File: config.mk
export PLATFORM = sky130hd
export DESIGN_NAME = owd_watchdog
export DESIGN_NICKNAME = d
export VERILOG_FILES = /design/src/verilog/owd_pkg.sv /design/src/verilog/owd_watchdog.sv
export SDC_FILE = /design/constraint.sdc
export NUM_CORES = 1
export LEC_CHECK = 0
export BUFFER_PORTS_ARGS = -buffer_cell sky130_fd_sc_hd__clkbuf_2
export CELL_PAD_IN_SITES_DETAIL_PLACEMENT = 2
export CELL_PAD_IN_SITES_GLOBAL_PLACEMENT = 2
export CORE_MARGIN = 4
export CORE_UTILIZATION = 37
export CTS_CLUSTER_SIZE = 40
export DETAILED_ROUTE_END_ITERATION = 10
export GPL_ROUTABILITY_DRIVEN = 0
export MAX_ROUTING_LAYER = met4
export PLACE_DENSITY = 0.95
export SKIP_CTS_REPAIR_TIMING = 1
export SLEW_MARGIN = 20
export SYNTH_ARGS = -nofsm -noshare
export SYNTH_HDL_FRONTEND = slang
export SYNTH_SLANG_ARGS = --single-unit
File: constraint.sdc
create_clock -name clock -period 5.6 [get_ports clock]
set_clock_uncertainty 0.1 [all_clocks]
set_input_delay 0.28 -clock clock [delete_from_list [all_inputs] [get_ports clock]]
set_output_delay 0.28 -clock clock [all_outputs]
set_load 0.05 [all_outputs]
File: src/verilog/owd_pkg.sv
// Constants for the operating watchdog: register map, field positions,
// reset values and counter figures.
// Assumes a 16-bit address, 8-bit data register port on the block clock.
package owd_pkg;
   localparam int ADDR_W = 16;
   localparam int DATA_W = 8;
   localparam logic [15:0] ADDR_SERVICE = 16'hffff;
   localparam logic [15:0] ADDR_CONFIG = 16'h001f;
   localparam logic [15:0] ADDR_CAUSE = 16'h001e;
   localparam logic [15:0] ADDR_COUNT = 16'h001d;
   localparam int CFG_DISABLE_BIT = 0;
   localparam int CFG_STOP_ALLOW_BIT = 1;
   localparam int CFG_RATE_BIT = 2;
   localparam logic [7:0] CFG_RESET = 8'h00;
   localparam int CAUSE_WATCHDOG_BIT = 1;
   localparam int PRESCALER_W = 12;
   localparam int WATCHDOG_W = 6;
   localparam int CHAIN_W = PRESCALER_W + WATCHDOG_W;
   localparam int SERVICE_CLEAR_LSB = 4;
   localparam int TIMEOUT_LONG = 262128;
   localparam int TIMEOUT_SHORT = 8176;
   localparam int POR_CYCLES = 4096;
   localparam int PULL_CYCLES = 32;
   localparam logic [7:0] REF_DIV_RESET = 8'h01;
   typedef enum logic [1:0] {MODE_RUN, MODE_STOP, MODE_PULL} owd_mode_e;
endpackage : owd_pkg

File: src/verilog/owd_watchdog.sv
// Operating watchdog: prescaler plus watchdog counter, service register,
// reset pulse on the reset pin and reset-cause flag.
// Assumes all inputs synchronous to clock; reference rate is clock / ref_div.
//
// Function
// - 6-bit counter behind 12-bit reference prescaler
// - Overflow after 262128 or 8176 reference cycles
// - Rate select clears on reset, long period
// - Service write clears counter, prescaler stages 12-5
// - Service read returns vector low byte
// - Overflow pulls reset pin 32 cycles, sets cause
// - Monitor mode plus test voltage disables
// - Break state plus test voltage on reset pin disables
// - Stop instruction clears prescaler
// - Power-on clears prescaler after 4096 cycles
// - Internal reset clears prescaler and counter
// - Reset vector fetch clears prescaler
// - Disable bit set stops all watchdog resets
// - Counting continues in wait mode
// - Stop mode freezes counter, clears prescaler
// - Stop honoured only when stop-allow set
// - No interrupt request, only reset
//
// The implementer's own choice: strobed register access.
`timescale 1ns/1ps
`default_nettype none

module owd_watchdog
   import owd_pkg::*;
#(
   parameter logic [7:0] REF_DIV = REF_DIV_RESET,
   parameter int TIMEOUT_LONG_CYCLES = TIMEOUT_LONG,
   parameter int TIMEOUT_SHORT_CYCLES = TIMEOUT_SHORT,
   parameter logic [7:0] RESET_VECTOR_LOW = 8'h00 // Arbitrary value
)
(
   input wire logic clock,
   input wire logic reset,
   input wire logic [ADDR_W-1:0] addr,
   input wire logic [DATA_W-1:0] wdata,
   input wire logic wr,
   input wire logic rd,
   output logic [DATA_W-1:0] rdata,
   input wire logic internal_reset,
   input wire logic vector_fetch,
   input wire logic stop_request,
   input wire logic stop_wake,
   input wire logic monitor_mode,
   input wire logic break_state,
   input wire logic test_voltage_reset_pin,
   input wire logic test_voltage_irq_pin,
   output logic reset_pin_out,
   output logic reset_pin_oe,
   output logic watchdog_reset,
   output logic stop_mode
);

   ////////////////////////////////////////////////////////////////////////
   // Declarations
   logic [7:0] div_count;
   logic ref_tick;
   logic [PRESCALER_W-1:0] prescaler;
   logic [PRESCALER_W-1:0] next_prescaler;
   logic [WATCHDOG_W-1:0] wd_count;
   logic [WATCHDOG_W-1:0] next_wd_count;
   logic [7:0] cfg;
   logic cause_flag;
   logic [12:0] por_count;
   logic por_done;
   logic [4:0] pull_count;
   owd_mode_e mode;
   owd_mode_e next_mode;
   logic [DATA_W-1:0] read_value;

   wire svc_write = wr && (addr == ADDR_SERVICE);
   wire cfg_write = wr && (addr == ADDR_CONFIG);
   wire cause_read = rd && (addr == ADDR_CAUSE);
   wire [CHAIN_W-1:0] chain = {wd_count, prescaler};
   wire rate_short = cfg[CFG_RATE_BIT];
   wire [CHAIN_W-1:0] limit_long = CHAIN_W'(TIMEOUT_LONG_CYCLES - 1);
   wire [CHAIN_W-1:0] limit_short = CHAIN_W'(TIMEOUT_SHORT_CYCLES - 1);
   wire [CHAIN_W-1:0] limit = rate_short ? limit_short : limit_long;
   wire monitor_off = monitor_mode &&
      (test_voltage_reset_pin || test_voltage_irq_pin);
   wire break_off = break_state && test_voltage_reset_pin;
   wire active = !cfg[CFG_DISABLE_BIT] && !monitor_off && !break_off;
   // Wait mode has no input here: counting is never gated by it
   wire count_enable = ref_tick && active && (mode == MODE_RUN);
   wire overflow = count_enable && (chain == limit);
   wire stop_enter = stop_request && cfg[CFG_STOP_ALLOW_BIT] &&
      (mode == MODE_RUN);
   wire por_clear = ref_tick && !por_done &&
      (por_count == 13'(POR_CYCLES - 1));
   wire pull_done = ref_tick && (pull_count == 5'(PULL_CYCLES - 1));
   wire [CHAIN_W-1:0] chain_inc = chain + 18'h00001;

   ////////////////////////////////////////////////////////////////////////
   // Reference rate enable
   always_ff @(posedge clock)
   begin
      if (reset || div_count == REF_DIV - 8'h01)
         div_count <= 8'h00;
      else
         div_count <= div_count + 8'h01;
   end

   assign ref_tick = (div_count == REF_DIV - 8'h01);

   ////////////////////////////////////////////////////////////////////////
   // Counter chain
   always_comb
   begin
      next_prescaler = prescaler;
      next_wd_count = wd_count;
      if (internal_reset || mode == MODE_PULL || overflow)
      begin
         next_prescaler = '0;
         next_wd_count = '0;
      end
      else
      begin
         if (count_enable)
         begin
            next_prescaler = chain_inc[PRESCALER_W-1:0];
            next_wd_count = chain_inc[CHAIN_W-1:PRESCALER_W];
         end
         if (svc_write)
         begin
            next_prescaler[PRESCALER_W-1:SERVICE_CLEAR_LSB] = '0;
            next_wd_count = '0;
         end
         if (stop_enter) next_prescaler = '0;
         if (mode == MODE_STOP) next_prescaler = '0;
         if (vector_fetch) next_prescaler = '0;
         if (por_clear) next_prescaler = '0;
      end
   end

   always_ff @(posedge clock)
   begin
      if (reset)
      begin
         prescaler <= '0;
         wd_count <= '0;
      end
      else
      begin
         prescaler <= next_prescaler;
         wd_count <= next_wd_count;
      end
   end

   ////////////////////////////////////////////////////////////////////////
   // Mode: run, stop (count enable gated off, prescaler held clear), pulling the reset pin
   always_comb
   begin
      next_mode = mode;
      case (mode)
         MODE_RUN:
         begin
            if (overflow) next_mode = MODE_PULL;
            else if (stop_enter) next_mode = MODE_STOP;
         end
         MODE_STOP:
         begin
            if (stop_wake || internal_reset) next_mode = MODE_RUN;
         end
         MODE_PULL:
         begin
            if (pull_done) next_mode = MODE_RUN;
         end
         default: next_mode = MODE_RUN;
      endcase
   end

   always_ff @(posedge clock)
   begin
      if (reset)
      begin
         mode <= MODE_RUN;
         pull_count <= 5'h00;
      end
      else
      begin
         mode <= next_mode;
         if (mode != MODE_PULL)
            pull_count <= 5'h00;
         else if (ref_tick)
            pull_count <= pull_count + 5'h01;
      end
   end

   // Power-on count; runs once after reset release
   always_ff @(posedge clock)
   begin
      if (reset)
      begin
         por_count <= 13'h0000;
         por_done <= 1'b0;
      end
      else if (por_clear)
         por_done <= 1'b1;
      else if (ref_tick && !por_done)
         por_count <= por_count + 13'h0001;
   end

   ////////////////////////////////////////////////////////////////////////
   // Registers
   always_ff @(posedge clock)
   begin
      if (reset)
         cfg <= CFG_RESET;
      else if (cfg_write)
         cfg <= wdata;
   end

   // Set wins over the clear-on-read so no overflow is lost
   always_ff @(posedge clock)
   begin
      if (reset)
         cause_flag <= 1'b0;
      else if (overflow)
         cause_flag <= 1'b1;
      else if (cause_read)
         cause_flag <= 1'b0;
   end

   assign read_value =
      (addr == ADDR_SERVICE) ? RESET_VECTOR_LOW :
      (addr == ADDR_CONFIG) ? cfg :
      (addr == ADDR_CAUSE) ? 8'(cause_flag) << CAUSE_WATCHDOG_BIT :
      (addr == ADDR_COUNT) ? 8'(wd_count) : 8'h00;

   always_ff @(posedge clock)
   begin
      if (reset || !rd)
         rdata <= 8'h00;
      else
         rdata <= read_value;
   end

   ////////////////////////////////////////////////////////////////////////
   // Outputs; reset pin is open drain, only ever driven low
   always_ff @(posedge clock)
   begin
      if (reset)
      begin
         reset_pin_out <= 1'b0;
         reset_pin_oe <= 1'b0;
         watchdog_reset <= 1'b0;
         stop_mode <= 1'b0;
      end
      else
      begin
         reset_pin_out <= 1'b0;
         reset_pin_oe <= (next_mode == MODE_PULL);
         watchdog_reset <= (next_mode == MODE_PULL);
         stop_mode <= (next_mode == MODE_STOP);
      end
   end

   ////////////////////////////////////////////////////////////////////////
   // Assertions
   logic [7:0] low_ticks;

   always_ff @(posedge clock)
   begin
      if (reset || !reset_pin_oe)
         low_ticks <= 8'h00;
      else if (ref_tick)
         low_ticks <= low_ticks + 8'h01;
   end
endmodule // owd_watchdog

`default_nettype wire

==> reports/results.tsv, run 1 <==
stage	metric	value	unit
status	status	finished, final reports clean	
setup_path	cell with the largest stage delay on the worst path	or3b_1	
logic_synthesis	Synth Instances	347	
cells_and_area	share of cells above drive strength 1	20.7	%
logic_synthesis	area leader, netlist	dfxtp_1	
setup_path	CP required	5720	ps
logic_synthesis	Synth Area in XOR/XNOR	10.5	%
logic_synthesis	Distinct cells, synth	49	
route	WL/cell	19.5	um
cells_and_area	Reg area	1320	um^2
cts	Clock Root Buffer	clkbuf_8	
logic_synthesis	count leader, synth	dfxtp_1	
route	1st-pass router iterations	4	
cts	H-tree depth	3	
setup_path	Worst R2R Setup Slack	2970	ps
grt	pin count of the biggest net entering global routing	32	
placement	hpwl dp	7040	um
logic_synthesis	syn_area_per_cell	8.93	um^2
sta	max_slew headroom	41.0	%
cells_and_area	P&R area growth vs syn	16.2	%
die	Starting Density	37.9	%
grt	initial antenna violation count	0	
power	Pwr Density	261	nW/um^2
sta	min Tclk post-route	2630	ps
die	chip height	99.5	um
logic_synthesis	adder-cell share of the synthesized area	2.42	%
logic_synthesis	mux contribution to synthesized area	0.646	%
setup_path	reg-to-reg startpoint	div_count[0]$_SDFF_PP0_	
grt	number of global-route vias before repair	3179	
logic_synthesis	top post-synthesis cells by area	dfxtp_1, nor2_1, xnor2_1	
sta	final setup TNS	0	ps
cts	CTS tree	done	
route	routed vias/inst	5.57	
cts	clock transition at the registers of the reported paths	80	ps
logic_synthesis	area fraction of the dominant cell type after synthesis	42.6	%
grt	grt total ovfl	0	
logic_synthesis	synthesis warning total	0	
logic_synthesis	Syn Nets	389	
die	Core ar.	8180	um^2
route	initial detailed-routing violation count	70	
setup_path	worst-path cell chain	inv_1, ha_1, or3b_1, nor3_2, o2111ai_1, nand3_1, nor2_1	
route	DR WL met3	470	um
hold_path	worst min path class	in2reg	
cts	clock net sink count	66	
die	Row Count	33	
logic_synthesis	Main synth FF type	dfxtp_1	
die	num ports	48	
cts	clk_lat worst skew	360	ps
cts	TritonCTS buffer count	9	
route	met1 WL	3850	um
sta	Fin. Hold Viols	0	
setup_path	Data arrival, critical path	2760	ps
cts	Max Root-Sink Buffers	2	
route	routed vias	2795	
grt	first-pass GRT wire length	16400	um
grt	GRT Util Overall	21.6	%
setup_path	Worst Reg-to-Reg Cells	7	
logic_synthesis	Post-Syn Area	3100	um^2
cells_and_area	Multi-input gate area	1680	um^2
placement	Port-buffer cells	46	
route	uppermost layer routed	met4	
sta	Slew Viols, Final	0	
setup_path	CP endpoint kind	flop	
logic_synthesis	Compound-Gate Fraction of Synth Area	7.11	%
route	# DRC	0	
route	Post-Route WL	9770	um
die	Die Footprint	9900	um^2
setup_path	crit start category	flop	
route	Met2 Wirelength	5210	um
setup_path	crit path to	prescaler[6]$_SDFFE_PP0P_	
sta	final setup fails	0	
logic_synthesis	count of state elements after synthesis	66	
logic_synthesis	largest family of logic cells by synthesized area	simple AND/OR/NAND/NOR gates	
logic_synthesis	Synth top cells by count	dfxtp_1, nor2_1, nand2_1	
cells_and_area	nets@finish	434	
logic_synthesis	EDFF count, synth	0	
logic_synthesis	simple-gate share of the synthesized area	33.5	%
sta	RSZ-0062 raised after global routing	false	
setup_path	CP max FO	8	
job	MaxCap Viol Count	0	
logic_synthesis	sequential share of the synthesized area	42.6	%
setup_path	FF-to-FF End	prescaler[6]$_SDFFE_PP0P_	
cells_and_area	ANT cells	0	
logic_synthesis	asr flop ratio synth	0	%
power	VDD IR max	0.0000925	V
setup_path	Setup CP Type	reg2reg	
sta	FMAX	0.380	GHz
setup_path	critical path startpoint	div_count[0]$_SDFF_PP0_	
sta	WHS	66.2	ps
sta	period utilisation layout	47.0	%
power	Leak	1.31	nW
setup_path	Crit path largest cell delay	500	ps
cells_and_area	number of fill cells	925	
route	antenna-violating nets left	0	
die	DIE WIDTH	99.5	um
sta	worst-margin pin slew	878	ps
## placed cells by master (no fill, tap or decap), drive strengths merged, types with 3 or more instances in the layout
master	Yosys	final
nor3	12	12
nor3b	4	4
nand4	16	16
nand3	24	24
xor2	15	15
dfxtp	66	66
a21oi	13	13
nand2	30	30
or4	5	5
and4	6	6
and3	8	8
inv	9	10
clkinv	0	3
clkbuf	7	56
a22oi	6	6
nor2	55	55
xnor2	22	22
nor4	10	10
ha	6	6
## critical path: cells and delay by family (launching register included)
family | cells | cell delay, ps
flops | 1 | 350
simple gates | 4 | 1430
fa+ha+maj | 1 | 160
compound gates | 1 | 390
buf+inv | 1 | 70
## cell families after synthesis
family                     Yosys count
muxes                                2
adders and majority gates            6
DFF                                 66
buffers and inverters               21
xor gates and xnor gates            37
AOI/OAI and AO/OA                   32
and+or+nand+nor                    182
other                                1
## per-stage QoR
stage	utilization, %	power (mW)	area [um^2]	cells	setup WS [ps]
floorplan	-	0.505	3100	347	3470
global placement	41.6	0.525	3400	486	3100
CTS	44.0	0.948	3600	502	2970
global route	44.0	0.976	3600	502	2760
detailed placement	41.6	0.527	3400	486	3000
finish	44.0	0.940	3600	502	2970
## area by class of cell
class	count	area share, %
multi-input combinational	260	46.7
sequential	66	36.7
clock inverter	6	1.81
clock buffer	10	3.82
timing repair buffer	46	6.39
inverter	9	0.938
tap	105	3.65
## sequential cells by signal (all words and copies together) (netlist names)
signal          flops
cause_flag          1
cfg                 8
div_count           8
mode                2
por_count          13
por_done            1
prescaler          12
pull_count          5
rdata               8
stop_mode           1
watchdog_reset      1
wd_count            6
## report_power, final
part	switching (mW)	total (mW)	internal (mW)	leakage, nW
clock	0.204	0.423	0.219	0.103
combinational	0.0270	0.0438	0.0168	0.679
sequential	0.00248	0.474	0.471	0.532
## per-layer routing
metal | global-route usage, % | vias up
li1 | - | 1312
met1 | 23.1 | 1375
met2 | 39.1 | 83
met3 | 4.42 | 25
met4 | 8.30 | 0
met5 | - | -
## worst min-delay path by stage
| stage | startpoint | slack (ps) | to | depth (start not counted) |
|---|---|---|---|---|
| floorplan | div_count[0]$_SDFF_PP0_ | 330 | div_count[0]$_SDFF_PP0_ | 1 |
| global placement | cfg[6]$_SDFFE_PP0P_ | 340 | cfg[6]$_SDFFE_PP0P_ | 2 |
| detailed placement | por_count[12]$_SDFFE_PP0P_ | 360 | por_count[12]$_SDFFE_PP0P_ | 2 |
| CTS | wdata[5] | 50 | cfg[5]$_SDFFE_PP0P_ | 3 |
| global route | wdata[7] | 60 | cfg[7]$_SDFFE_PP0P_ | 3 |
| finish | wdata[5] | 70 | cfg[5]$_SDFFE_PP0P_ | 3 |
No activity file was read; power rests on OpenSTA's default activity.
==> inputs of run 2 (changes only) <==
Settings changed: CORE_UTILIZATION 37 to 31, PLACE_DENSITY 0.95 to 0.86.
Clock period 5.6 ns to 2.3 ns, I/O delays scaled along.
==> reports/results.tsv, run 2 (synthesized netlist as in run 1, its figures left out) <==
stage	metric	value	unit	change
status	status	finished, final reports clean		
grt	first-pass GRT wire length	15200	um	-6.8%
cells_and_area	Core Util, Final	39.6	%	-4.5 points
grt	pin count of the biggest net entering global routing	14		-56%
cells_and_area	fin area	3870	um^2	+7.4%
cts	TritonCTS buffer count	9		unchanged
setup_path	crit start category	flop		
die	DIE WIDTH	108	um	+8.5%
placement	Post-DP Area	3530	um^2	+3.9%
route	initial detailed-routing violation count	97		+39%
setup_path	Critical path buffers and inverters	3		+2
setup_path	Data arrival, critical path	2370	ps	-390 ps
sta	min Tclk post-route	2220	ps	-413 ps
cts	CTS tree	done		
power	Pwr Density	590	nW/um^2	+130%
grt	grt total ovfl	0		unchanged
sta	WHS	9.39	ps	-56.8 ps
hold_path	worst min path class	in2reg		
cells_and_area	fin cells	553		+10%
die	num ports	48		unchanged
cells_and_area	share of cells above drive strength 1	24.3	%	+3.6 points
setup_path	largest delay contributor family on the critical path	simple AND/OR/NAND/NOR gates		
sta	Fin. Hold Viols	0		unchanged
route	WL/cell	17.1	um	-12%
sta	period utilisation layout	96.5	%	+50 points
cells_and_area	number of fill cells	1095		+18%
sta	Slew Viols, Final	0		unchanged
setup_path	Setup CP Type	reg2reg		
cells_and_area	nets@finish	457		+5.3%
placement	Post-Place Cells	527		+8.4%
sta	post-route setup slack	79.5	ps	-2890 ps
cts	Max Root-Sink Buffers	2		unchanged
cells_and_area	biggest regs	por_count: 13 flops, prescaler: 12 flops		
setup_path	CP max FO	4		-4
die	Row Count	36		+9.1%
sta	FMAX	0.450	GHz	+19%
setup_path	CP endpoint kind	flop		
setup_path	Crit path largest cell delay	430	ps	-70 ps
job	MaxCap Viol Count	0		unchanged
sta	final setup TNS	0	ps	unchanged
cells_and_area	commonest non-fill, non-tap cell in the layout	dfxtp_1		
placement	Setup WS pre-CTS	57.6	ps	-2940 ps
grt	initial antenna violation count	0		unchanged
cts	clock net sink count	66		unchanged
route	antenna-violating nets left	0		unchanged
setup_path	CP required	2450	ps	-3270 ps
sta	worst-margin pin slew	536	ps	-342 ps
power	Final Power	2.28	mW	+140%
cells_and_area	P&R area growth vs syn	24.8	%	
power	Leak	1.43	nW	+8.9%
route	routed vias/inst	5.14		-7.8%
placement	hpwl dp	7010	um	-0.36%
route	routed vias	2840		+1.6%
cts	clock transition at the registers of the reported paths	80	ps	about the same
grt	GRT Util Overall	17.0	%	-4.7 points
die	chip height	108	um	+8.5%
placement	Port-buffer cells	46		unchanged
route	Post-Route WL	9460	um	-3.2%
cells_and_area	ANT cells	0		unchanged
power	VDD IR max	0.000276	V	+200%
die	Die Footprint	11700	um^2	+18%
cells_and_area	max reg flops	13		unchanged
sta	final setup fails	0		unchanged
setup_path	cell with the largest stage delay on the worst path	or3b_4		
cells_and_area	register with the most flip-flops	por_count		
route	1st-pass router iterations	6		+2
cells_and_area	commonest cells after routing, fill and taps aside	dfxtp_1, nor2_1, clkbuf_2		
die	Starting Density	31.7	%	-6.2 points
die	Core ar.	9770	um^2	+20%
sta	max_slew headroom	63.9	%	+23 points
cts	clk_lat worst skew	350	ps	about the same
setup_path	worst-path cell chain	inv_1, ha_1, or3b_4, buf_6, nor4_4, buf_4, and4_1, xnor2_1, nor2_1		
route	# DRC	0		unchanged
grt	number of global-route vias before repair	3089		-2.8%
cts	Clock Root Buffer	clkbuf_8		
cts	H-tree depth	3		unchanged
## run 2: worst reg2reg max path: cells and delay by family, from the launching register on
family,cells,cell delay (ps)
fa+ha+maj,1,160
simple gates,4,1030
flops,1,340
xor+xnor,1,110
buf+inv,3,390
## run 2: layout make-up
class	count	area [um^2]	share of cell area, %
clock buffers	10	138	3.56
repair buffers	69	427	11.0
inverters	9	33.8	0.874
multi-input cells	260	1710	44.3
well taps	133	166	4.30
flip-flops and latches	66	1320	34.2
clock inverters	6	66.3	1.71
## run 2: path summary, 6_finish.rpt
check	from	end	slack [ps]	cells past startpoint
min reg2reg	div_count[0]$_SDFF_PP0_	div_count[0]$_SDFF_PP0_	330	1
max	div_count[0]$_SDFF_PP0_	por_count[11]$_SDFFE_PP0P_	80	9
max reg2reg	div_count[0]$_SDFF_PP0_	por_count[11]$_SDFFE_PP0P_	80	9
min	reset	cfg[5]$_SDFFE_PP0P_	9	2
## run 2: per-layer routing
layer / routed length [um] / part of all wire (%) / GRT usage (%) / vias to the layer above
met5: 0 / 0 / - / -
li1: - / - / - / 1362
met3: 327 / 3.5 / 2.93 / 16
met1: 3880 / 41 / 17.7 / 1406
met2: 5040 / 53 / 31.3 / 56
met4: 216 / 2.3 / 7.21 / 0
## run 2: power by group
part	switching, mW	leakage, nW	internal, mW
combinational	0.0678	0.804	0.0548
sequential	0.00572	0.533	1.15
clock	0.477	0.0945	0.529
==> inputs of run 3 (changes only) <==
Settings changed: PLACE_DENSITY 0.86 to 0.75.
==> reports/results.tsv, run 3 (synthesized netlist as in run 1, its figures left out) <==
stage	metric	value	unit	change
status	status	finished, final reports clean		
cells_and_area	fin cells	557		+0.72%
setup_path	CP max FO	4		unchanged
die	DIE WIDTH	108	um	unchanged
cts	H-tree depth	3		unchanged
cells_and_area	ANT cells	0		unchanged
setup_path	crit start category	flop		
cells_and_area	register with the most flip-flops	por_count		
setup_path	FF-to-FF End	wd_count[5]$_SDFFE_PP0P_		
sta	worst-margin pin slew	542	ps	+5.77 ps
route	routed vias/inst	5.04		-1.8%
cells_and_area	Core Util, Final	39.5	%	about the same
sta	RSZ-0062 raised after global routing	false		
cells_and_area	max reg flops	13		unchanged
sta	FMAX	0.460	GHz	+2.1%
sta	Slew Viols, Final	0		unchanged
power	Leak	1.45	nW	+1.1%
grt	GRT Util Overall	16.8	%	-0.14 points
die	chip height	108	um	unchanged
setup_path	Setup CP Type	reg2reg		
cells_and_area	fin area	3860	um^2	about the same
cts	Max Root-Sink Buffers	2		unchanged
cells_and_area	P&R area growth vs syn	24.7	%	about the same
setup_path	CP required	2440	ps	about the same
grt	number of global-route vias before repair	3012		-2.5%
power	Final Power	2.23	mW	-2.2%
route	WL/cell	16.6	um	-2.7%
sta	max_slew headroom	63.8	%	-0.077 points
cts	Clock Root Buffer	clkbuf_8		
cts	CTS tree	done		
route	1st-pass router iterations	4		-2
cts	clock transition at the registers of the reported paths	70	ps	about the same
route	initial detailed-routing violation count	87		-10%
placement	Post-DP Area	3570	um^2	+1.1%
cts	clk_lat worst skew	350	ps	about the same
cells_and_area	biggest regs	por_count: 13 flops, prescaler: 12 flops		
sta	Fin. Hold Viols	0		unchanged
power	Int Pwr	1.69	mW	-2.2%
setup_path	Worst Reg-to-Reg Cells	7		-2
setup_path	CP endpoint kind	flop		
power	Seq pwr share	51.7	%	+1.2 points
cells_and_area	commonest non-fill, non-tap cell in the layout	dfxtp_1		
sta	min Tclk post-route	2170	ps	-46.7 ps
hold_path	worst min path class	in2reg		
placement	hpwl dp	7150	um	+1.9%
hold_path	Hold Path Depth	3		+1
die	Core ar.	9770	um^2	unchanged
job	MaxCap Viol Count	0		unchanged
power	Switching Fraction	24.1	%	-0.037 points
placement	Post-Place Cells	532		+0.95%
setup_path	reg-to-reg startpoint	div_count[0]$_SDFF_PP0_		
cells_and_area	number of fill cells	1103		+0.73%
cts	clock net sink count	66		unchanged
route	Post-Route WL	9270	um	-2.0%
cells_and_area	share of cells above drive strength 1	24.3	%	about the same
sta	period utilisation layout	94.5	%	-2.0 points
sta	final setup fails	0		unchanged
die	Die Footprint	11700	um^2	unchanged
power	Pwr Density	577	nW/um^2	-2.2%
placement	Port-buffer cells	46		unchanged
power	Psw	537	uW	-2.4%
setup_path	Data arrival, critical path	2320	ps	-50 ps
power	Clock power frac	43.0	%	-1.1 points
power	Comb pwr share	5.4	%	about the same
die	Row Count	36		unchanged
die	num ports	48		unchanged
route	routed vias	2808		-1.1%
grt	pin count of the biggest net entering global routing	27		+13
grt	initial antenna violation count	0		unchanged
setup_path	Worst R2R Setup Slack	130	ps	+50 ps
sta	final setup TNS	0	ps	unchanged
die	Starting Density	31.7	%	unchanged
cells_and_area	commonest cells after routing, fill and taps aside	dfxtp_1, nor2_1, clkbuf_2		
cts	TritonCTS buffer count	9		unchanged
power	VDD IR max	0.000292	V	+5.7%
grt	first-pass GRT wire length	15000	um	-1.5%
hold_path	worst hold path startpoint	addr[0]		
route	# DRC	0		unchanged
route	antenna-violating nets left	0		unchanged
hold_path	hold endpoint	rdata[1]$_SDFF_PP0_		
grt	grt total ovfl	0		unchanged
cells_and_area	nets@finish	461		+0.88%
-- run 3: cell types whose count changed in the layout (fill, tap and decap cells not counted), sizes merged --
cell,previous run,this run
buf,15,18
clkinv,2,4
clkinvlp,3,1
dlygate4sd3,8,9
-- run 3: worst max path at each step --
stage	from	to	slack [ps]	cells past startpoint
3_3_place_gp	div_count[0]$_SDFF_PP0_	wd_count[5]$_SDFFE_PP0P_	150	7
5_1_grt	div_count[0]$_SDFF_PP0_	por_count[1]$_SDFFE_PP0P_	0.02	7
6_report	div_count[0]$_SDFF_PP0_	wd_count[5]$_SDFFE_PP0P_	130	7
2_1_floorplan	div_count[0]$_SDFF_PP0_	wd_count[5]$_SDFFE_PP0P_	170	8
3_5_place_dp	div_count[0]$_SDFF_PP0_	wd_count[3]$_SDFFE_PP0P_	90	8
4_1_cts	div_count[0]$_SDFF_PP0_	wd_count[3]$_SDFFE_PP0P_	60	8
-- run 3: layer usage --
layer	GRT usage [%]	share of wire [%]	up-vias
met5	-	0	-
met4	4.33	1.1	0
met3	4.18	4.3	10
met2	29.7	51	49
met1	19.1	44	1381
li1	-	-	1368
-- run 3: per-stage QoR --
step	hold slack [ps]	setup slack, ps
global placement	256	149
global route	23.5	0.0249
finish	2.26	126
CTS	-117	57.9
detailed placement	270	94.3
floorplan	162	166
-- run 3: power by group through the flow --
stage	sequential (mW)	combinational, mW	clock [mW]
detailed placement	1.18	0.107	0
global placement	1.18	0.104	0
global route	1.15	0.133	1.03
finish	1.15	0.120	0.959
floorplan	1.18	0.0521	0
CTS	1.15	0.108	0.993
-- run 3: cell type report --
cell class / count / area [um^2] / area share (%)
Multi-Input combinational cell: 260 / 1700 / 44.1
Sequential cell: 66 / 1320 / 34.2
Timing Repair Buffer: 73 / 455 / 11.8
Tap cell: 133 / 166 / 4.31
Clock buffer: 10 / 128 / 3.30
Clock inverter: 6 / 57.6 / 1.49
Inverter: 9 / 33.8 / 0.874
-- run 3: critical path, stage by stage, from the launching register on --
cell     delay (ps)
dfxtp_1         330
inv_1            60
ha_1            150
or3b_4          410
or4_4           610
nor3_2          200
xnor2_1         160
nor2_2           40
